File: config.mk
export PLATFORM = sky130hd
export DESIGN_NAME = flash_status_host
export DESIGN_NICKNAME = d
export VERILOG_FILES = /design/src/flash_poll_pkg.sv /design/src/flash_status_host.sv
export VERILOG_INCLUDE_DIRS = /design/src /design/src/src
export SDC_FILE = /design/constraint.sdc
export NUM_CORES = 1
export LEC_CHECK = 0
export BUFFER_PORTS_ARGS = -buffer_cell sky130_fd_sc_hd__buf_4
export CORE_UTILIZATION = 50
export DETAILED_ROUTE_END_ITERATION = 10
export HOLD_SLACK_MARGIN = 0.12
export PLACE_DENSITY = 0.79
export SYNTH_ARGS = -nofsm -noshare
export SYNTH_HDL_FRONTEND = slang
export SYNTH_SLANG_ARGS = --single-unit
export TNS_END_PERCENT = 50
File: constraint.sdc
create_clock -name sys_clk -period 4.1 [get_ports sys_clk]
set_clock_uncertainty 0.2 [all_clocks]
set_input_delay 0.615 -clock sys_clk [delete_from_list [all_inputs] [get_ports sys_clk]]
set_output_delay 0.615 -clock sys_clk [all_outputs]
set_load 0.01 [all_outputs]
File: src/flash_poll_regs.svh
`ifndef FLASH_POLL_REGS_SVH
`define FLASH_POLL_REGS_SVH

// =====================================================================
// clock and bus timing
`define CLK_PERIOD_NS 25
`define T_ACC_NS 100
`define T_WP_NS 35
// two extra cycles cover the data synchroniser
`define RD_CYC ((`T_ACC_NS + `CLK_PERIOD_NS - 1) / `CLK_PERIOD_NS + 2)
`define WP_CYC ((`T_WP_NS + `CLK_PERIOD_NS - 1) / `CLK_PERIOD_NS)

// =====================================================================
// status bit positions on the data lines
`define BIT_POLL 7
`define BIT_OPTOG 6
`define BIT_LIMIT 5
`define BIT_TIMER 3
`define BIT_SECTOG 2
`define BIT_ABORT 1

// =====================================================================
// command words and unlock addresses
`define CMD_RESET 8'hF0
`define CMD_UNLOCK1 8'hAA
`define CMD_UNLOCK2 8'h55
`define ADDR_UNLOCK1 24'h000555
`define ADDR_UNLOCK2 24'h0002AA

`endif

File: src/flash_poll_pkg.sv
`default_nettype none
package flash_poll_pkg;

	// =================================================================
	// user orders and answers
	typedef enum logic [2:0] {
		OP_WRITE, OP_POLL, OP_SECTOR, OP_TIMER, OP_RESET, OP_ABORT_RESET
	} op_type;

	typedef enum logic [2:0] {
		ST_OK, ST_FAIL, ST_ABORT, ST_INFO, ST_CANCEL
	} status_type;

	typedef struct packed {
		op_type op;
		logic [23:0] addr;
		logic [7:0] data;
	} cmd_type;

	typedef struct packed {
		status_type status;
		logic [7:0] data;
		logic limit;
		logic timer;
		logic sec_tog;
		logic op_tog;
		logic ready;
	} result_type;

	// =================================================================
	// flash pin outputs
	typedef struct packed {
		logic [23:0] addr;
		logic [7:0] dq_out;
		logic dq_oe_n;
		logic ce_n;
		logic oe_n;
		logic we_n;
	} pins_type;

endpackage : flash_poll_pkg
`default_nettype wire

File: src/flash_status_host.sv
`timescale 1ns/1ps
`default_nettype none
`include "flash_poll_regs.svh"

module flash_status_host (
	// clock and reset
	input wire logic sys_clk,
	input wire logic rst,
	// user side
	input wire logic cmd_valid,
	input wire flash_poll_pkg::cmd_type cmd,
	output var logic cmd_ready,
	input wire logic poll_cancel,
	output var logic done,
	output var flash_poll_pkg::result_type result,
	// flash pins
	output var flash_poll_pkg::pins_type pins,
	input wire logic [7:0] dq_in,
	input wire logic ready_busy_n_output
);
	import flash_poll_pkg::*;

	typedef enum logic [2:0] {
		S_IDLE, S_RSET, S_RD, S_WSET, S_WR, S_GAP, S_EVAL, S_DONE
	} state_type;

	// =================================================================
	// write sequence table
	function automatic logic [32:0] wr_step(input op_type op, input logic [1:0] idx,
			input logic [23:0] a, input logic [7:0] d);
		logic [32:0] r;
		r = {1'b1, a, d};
		if (op == OP_RESET) begin
			r = {1'b1, a, `CMD_RESET};
		end else if (op == OP_ABORT_RESET) begin
			case (idx)
				2'h0: r = {1'b0, `ADDR_UNLOCK1, `CMD_UNLOCK1};
				2'h1: r = {1'b0, `ADDR_UNLOCK2, `CMD_UNLOCK2};
				default: r = {1'b1, `ADDR_UNLOCK1, `CMD_RESET};
			endcase
		end
		return r;
	endfunction : wr_step

	// =================================================================
	// pin synchronisers
	logic [7:0] dq_s1_q, dq_s2_q;
	logic rb_s1_q, rb_s2_q;

	always_ff @(posedge sys_clk or posedge rst) begin
		if (rst) begin
			dq_s1_q <= 8'h00;
			dq_s2_q <= 8'h00;
			rb_s1_q <= 1'b1;
			rb_s2_q <= 1'b1;
		end else begin
			dq_s1_q <= dq_in;
			dq_s2_q <= dq_s1_q;
			rb_s1_q <= ready_busy_n_output;
			rb_s2_q <= rb_s1_q;
		end
	end

	// =================================================================
	// sequencer
	state_type state_q, gnext_q;
	op_type op_q, wop_q;
	logic [23:0] addr_q;
	logic [7:0] data_q, first_q, last_q;
	logic [3:0] cnt_q;
	logic [1:0] nrd_q, widx_q;
	logic rechk_q, array_q;
	logic [7:0] diff;
	logic [32:0] step;

	assign diff = first_q ^ last_q;
	assign step = wr_step(wop_q, widx_q, addr_q, data_q);

	always_ff @(posedge sys_clk or posedge rst) begin
		if (rst) begin
			state_q <= S_IDLE;
			gnext_q <= S_IDLE;
			op_q <= OP_WRITE;
			wop_q <= OP_WRITE;
			addr_q <= 24'h000000;
			data_q <= 8'h00;
			first_q <= 8'h00;
			last_q <= 8'h00;
			cnt_q <= 4'h0;
			nrd_q <= 2'h0;
			widx_q <= 2'h0;
			rechk_q <= 1'b0;
			array_q <= 1'b0;
			cmd_ready <= 1'b0;
			done <= 1'b0;
			result <= '0;
			pins <= '{addr: 24'h000000, dq_out: 8'h00, dq_oe_n: 1'b1,
				ce_n: 1'b1, oe_n: 1'b1, we_n: 1'b1};
		end else begin
			done <= 1'b0;
			case (state_q)
				S_IDLE: begin
					cmd_ready <= 1'b1;
					if (cmd_valid && cmd_ready) begin
						cmd_ready <= 1'b0;
						op_q <= cmd.op;
						wop_q <= cmd.op;
						addr_q <= cmd.addr;
						data_q <= cmd.data;
						widx_q <= 2'h0;
						nrd_q <= 2'h0;
						rechk_q <= 1'b0;
						array_q <= 1'b0;
						result <= '0;
						if (cmd.op == OP_WRITE || cmd.op == OP_RESET ||
								cmd.op == OP_ABORT_RESET) begin
							state_q <= S_WSET;
						end else begin
							state_q <= S_RSET;
						end
					end
				end
				S_RSET: begin
					// both strobes fall, so either style of device counts it
					pins.addr <= addr_q;
					pins.dq_oe_n <= 1'b1;
					pins.ce_n <= 1'b0;
					pins.oe_n <= 1'b0;
					cnt_q <= 4'h0;
					state_q <= S_RD;
				end
				S_RD: begin
					cnt_q <= cnt_q + 4'h1;
					if (cnt_q == 4'(`RD_CYC - 1)) begin
						last_q <= dq_s2_q;
						first_q <= last_q;
						if (nrd_q != 2'h3) begin
							nrd_q <= nrd_q + 2'h1;
						end
						pins.ce_n <= 1'b1;
						pins.oe_n <= 1'b1;
						gnext_q <= S_EVAL;
						state_q <= S_GAP;
					end
				end
				S_WSET: begin
					pins.addr <= step[31:8];
					pins.dq_out <= step[7:0];
					pins.dq_oe_n <= 1'b0;
					pins.ce_n <= 1'b0;
					pins.we_n <= 1'b0;
					cnt_q <= 4'h0;
					state_q <= S_WR;
				end
				S_WR: begin
					cnt_q <= cnt_q + 4'h1;
					if (cnt_q == 4'(`WP_CYC - 1)) begin
						pins.we_n <= 1'b1;
						pins.ce_n <= 1'b1;
						widx_q <= widx_q + 2'h1;
						gnext_q <= step[32] ? S_DONE : S_WSET;
						state_q <= S_GAP;
					end
				end
				S_GAP: begin
					// data held one cycle past the strobe for hold time
					pins.dq_oe_n <= 1'b1;
					state_q <= gnext_q;
				end
				S_EVAL: begin
					result.data <= last_q;
					result.limit <= last_q[`BIT_LIMIT];
					result.timer <= last_q[`BIT_TIMER];
					result.sec_tog <= diff[`BIT_SECTOG];
					result.op_tog <= diff[`BIT_OPTOG];
					if (poll_cancel) begin
						result.status <= ST_CANCEL;
						state_q <= S_DONE;
					end else if (nrd_q < 2'h2) begin
						state_q <= S_RSET;
					end else if (op_q != OP_POLL) begin
						// sector and timer reads follow a confirming double read;
						// timer read only on order, so fast erase sequences may skip it
						result.status <= ST_INFO;
						state_q <= S_DONE;
					end else if (array_q) begin
						result.status <= ST_OK;
						state_q <= S_DONE;
					end else if (!diff[`BIT_OPTOG]) begin
						array_q <= 1'b1;
						state_q <= S_RSET;
					end else if (last_q[`BIT_ABORT]) begin
						result.status <= ST_ABORT;
						wop_q <= OP_ABORT_RESET;
						widx_q <= 2'h0;
						state_q <= S_WSET;
					end else if (last_q[`BIT_LIMIT] && rechk_q) begin
						result.status <= ST_FAIL;
						wop_q <= OP_RESET;
						widx_q <= 2'h0;
						state_q <= S_WSET;
					end else begin
						// limit flag may rise as toggling stops, so look once more
						rechk_q <= rechk_q | last_q[`BIT_LIMIT];
						state_q <= S_RSET;
					end
				end
				S_DONE: begin
					if (op_q == OP_WRITE || op_q == OP_RESET || op_q == OP_ABORT_RESET) begin
						result.status <= ST_OK;
					end
					result.ready <= rb_s2_q;
					done <= 1'b1;
					state_q <= S_IDLE;
				end
				default: begin
					state_q <= S_IDLE;
				end
			endcase
		end
	end

endmodule : flash_status_host
`default_nettype wire

==> impl_metrics.toml <==
[run_status]
outcome = "complete, no violations"

[synthesis]
syn-num-nets = 614
synth.distinct_cells = 51
yosys.area_share.simple_pct = 19.1
yosys-mux-area-fraction_pct = 3.19
synthAdderAreaFrac_pct = 1.35
yosysWarnings = 0
synth_top_family_by_area = "simple AND/OR/NAND/NOR gates"
synth_edf_count = 0
synth_seq_area_share_pct = 60.4
synth_xor_area_share_pct = 0.315
synth_area_mm2 = 0.00557
postSynth.asyncResetShare_pct = 100
synth_compound_area_share_pct = 12.2
syn_avg_cell_area_um2 = 9.94
syn-instance-count = 560
synthFlopType = "dfrtp_1"
synth_seq_cells = 134

[critical_path]
worst-path-buf-inv = 1
crit_type = "reg2reg"
crit_fanout = 33
critPathSlowestCell = "dfrtp_1"
critical_path_arrival_ns = 3.02
endpoint_kind = "flip-flop"
worst_ep_required_time_ns = 4.33
crit_chain = "nor3_2 > nor2b_4 > buf_4 > a31oi_1 > o31ai_1"
startpoint_type = "flip-flop"
max_stage_delay_ns = 0.78
cpLargestDelayFamily = "simple AND/OR/NAND/NOR gates"

[timing]
rsz0062_at_grt = "false"
setup_viol = 0
fin_crit_ns = 2.79
final_max_slew_viol_count = 0
finalWorstSetupSlack_ns = 1.31
tightest_slew_ns = 1.07
post-route-period-util_pct = 68.0
tns_ns = 0
slew_headroom_pct = 28.5
max_clock_freq_mhz = 359
hold_viol = 0
hold_slack_ns = 0.118

[clock_network]
ctsResizeCount = 0
clk_transition_reported_paths_ns = 0.06
root_buffer = "clkbuf_8"
cts_max_path_buffers = 2
cts_inserted_buffers = 17
cts_tree = "done"
clk_latency_ns = 0.53
cts_sinks = 134
cts_max_level = 4

[pwr]
p_leak_nw = 3.66
finalPower_mw = 5.30
power.density_mw_per_mm2 = 712
vdd_drop_max_uv = 415

[finish]
final_common_cell = "nand2_1"
num_antenna_cells = 0
final_area_mm2 = 0.00745
n_fill_cell = 751
area_growth_pct = 33.8
regArea_mm2 = 0.00336
drive_above_1_share_pct = 23.0
multi_input_area_mm2 = 0.00202
mostFrequentLayoutCells = "190 x nand2_1, 128 x dfrtp_1, 105 x buf_4"
nets = 750

[placement]
gp_congestion = 0.816
preCtsSetupSlack_ns = 1.37
dpl-instance-area_mm2 = 0.00644
portBuffers = 101
dp.final_hpwl_um = 8450

[global_routing]
grt_pass1_wl_um = 22200
track_usage_pct = 25.5
grt_pass1_vias = 4666
grt_max_degree = 49
antenna_found_initial = 0
gr-total-overflow = 0

[drt]
dr.pass1.iters = 5
ant_nets = 0
drc = 0
post_drt_wl_per_cell_um = 15.9
drt_iter0_markers = 291
drt_wl_total_um = 13500
vias = 4603
vias_per_cell = 5.42

[floorplan]
io_pins = 102
dieHeight_um = 108
start_util_pct = 51.4
dieArea_mm2 = 0.0116
rows = 38
die_x_um = 108
core_area_mm2 = 0.0108

[min_path]
min_path_type = "in2async"

[run]
maxCapViolCount = 0
==> cell families after synthesis <==
logic type	Yosys count
fa+ha+maj	6
buf+inv	45
mux	16
simple gates	246
compound gates	111
flops	134
xor+xnor	2
==> per-stage QoR <==
step	util [%]	instances
after floorplan	-	560
after global placement	59.4	775
after detailed placement	59.4	775
after CTS	68.7	849
after global routing	68.7	849
final	68.7	849
==> Yosys cell counts (2+ instances only) <==
| cell type | instances | area share (%) |
|---|---|---|
| buf_2 | 13 | 1.2 |
| buf_4 | 3 | 0.40 |
| nor2b_1 | 5 | 0.56 |
| dfrtp_1 | 128 | 58 |
| o21ai_1 | 29 | 2.6 |
| buf_1 | 4 | 0.27 |
| nand2_1 | 190 | 13 |
| a22oi_1 | 2 | 0.27 |
| mux2i_1 | 2 | 0.36 |
| o211ai_1 | 3 | 0.40 |
| dfstp_2 | 6 | 2.8 |
| o22ai_1 | 2 | 0.22 |
| nor2_1 | 13 | 0.88 |
| o31ai_1 | 9 | 1.2 |
| xnor2_1 | 2 | 0.31 |
| a22o_1 | 4 | 0.63 |
| and3_1 | 4 | 0.45 |
| a31oi_1 | 3 | 0.34 |
| inv_2 | 2 | 0.13 |
| nor3_2 | 4 | 0.72 |
| and3b_1 | 3 | 0.47 |
| a21oi_1 | 34 | 3.1 |
| o21bai_1 | 2 | 0.27 |
| inv_1 | 11 | 0.74 |
| nor3_1 | 2 | 0.18 |
| mux2_2 | 2 | 0.40 |
| mux2_1 | 12 | 2.4 |
| nand3_1 | 10 | 0.90 |
| o21ai_0 | 9 | 0.81 |
| a21o_1 | 3 | 0.40 |
| nand2b_1 | 5 | 0.56 |
| clkbuf_1 | 12 | 0.81 |
| and2_1 | 2 | 0.22 |
| o21a_1 | 3 | 0.40 |
| ha_1 | 6 | 1.3 |
==> report_power, final <==
part | switching [mW] | internal (mW) | total [mW]
clock network | 0.567 | 0.929 | 1.50
logic | 0.893 | 0.726 | 1.62
registers | 0.395 | 1.79 | 2.19
==> timing repair <==
item / in CTS / in global routing
hold buffers: 42 / 0
buffers inserted: 0 / 0
endpoints found under the hold margin: 42 / 0
==> sequential cells by signal (all words and copies together) (netlist names), 2 cells and up <==
signal / flops
pins: 36
addr_q: 24
result: 14
data_q: 8
dq_s1_q: 8
dq_s2_q: 8
last_q: 8
cnt_q: 4
gnext_q: 3
op_q: 3
state_q: 3
wop_q: 3
first_q: 2
nrd_q: 2
widx_q: 2
==> area by class of cell <==
class	instances	share of cell area, %
well taps	140	2.35
clock buffers	21	6.30
repair buffers	149	16.8
inverters	13	0.705
clock inverters	11	1.65
flip-flops and latches	134	45.1
multi-input cells	381	27.1
==> worst paths after layout <==
| kind | endpoint | start | slack [ns] | depth (start not counted) |
|---|---|---|---|---|
| worst max-delay path | rechk_q$_DFFE_PP0P_ | state_q[1]$_DFFE_PP0P_ | 1.31 | 5 |
| worst min-delay path | pins[5]$_DFFE_PP0P_ | rst | 0.12 | 2 |
| worst max register to register | rechk_q$_DFFE_PP0P_ | state_q[1]$_DFFE_PP0P_ | 1.31 | 5 |
| worst min register to register | dq_s2_q[7]$_DFF_PP0_ | dq_s1_q[7]$_DFF_PP0_ | 0.15 | 0 |
| max in group asynchronous | pins[2]$_DFFE_PP1P_ | rst | 2.79 | 3 |
| min in group sys_clk | wop_q[2]$_DFFE_PP0P_ | cmd[34] | 0.14 | 3 |
==> metal layers <==
layer	global-route usage [%]	up-vias	wire length (um)
met5	0	-	0
met4	10.6	0	294
met3	7.51	35	769
met2	41.1	204	6740
met1	32.3	2235	5720
li1	-	2129	-
Note: power is estimated with default switching activity, not from simulation.
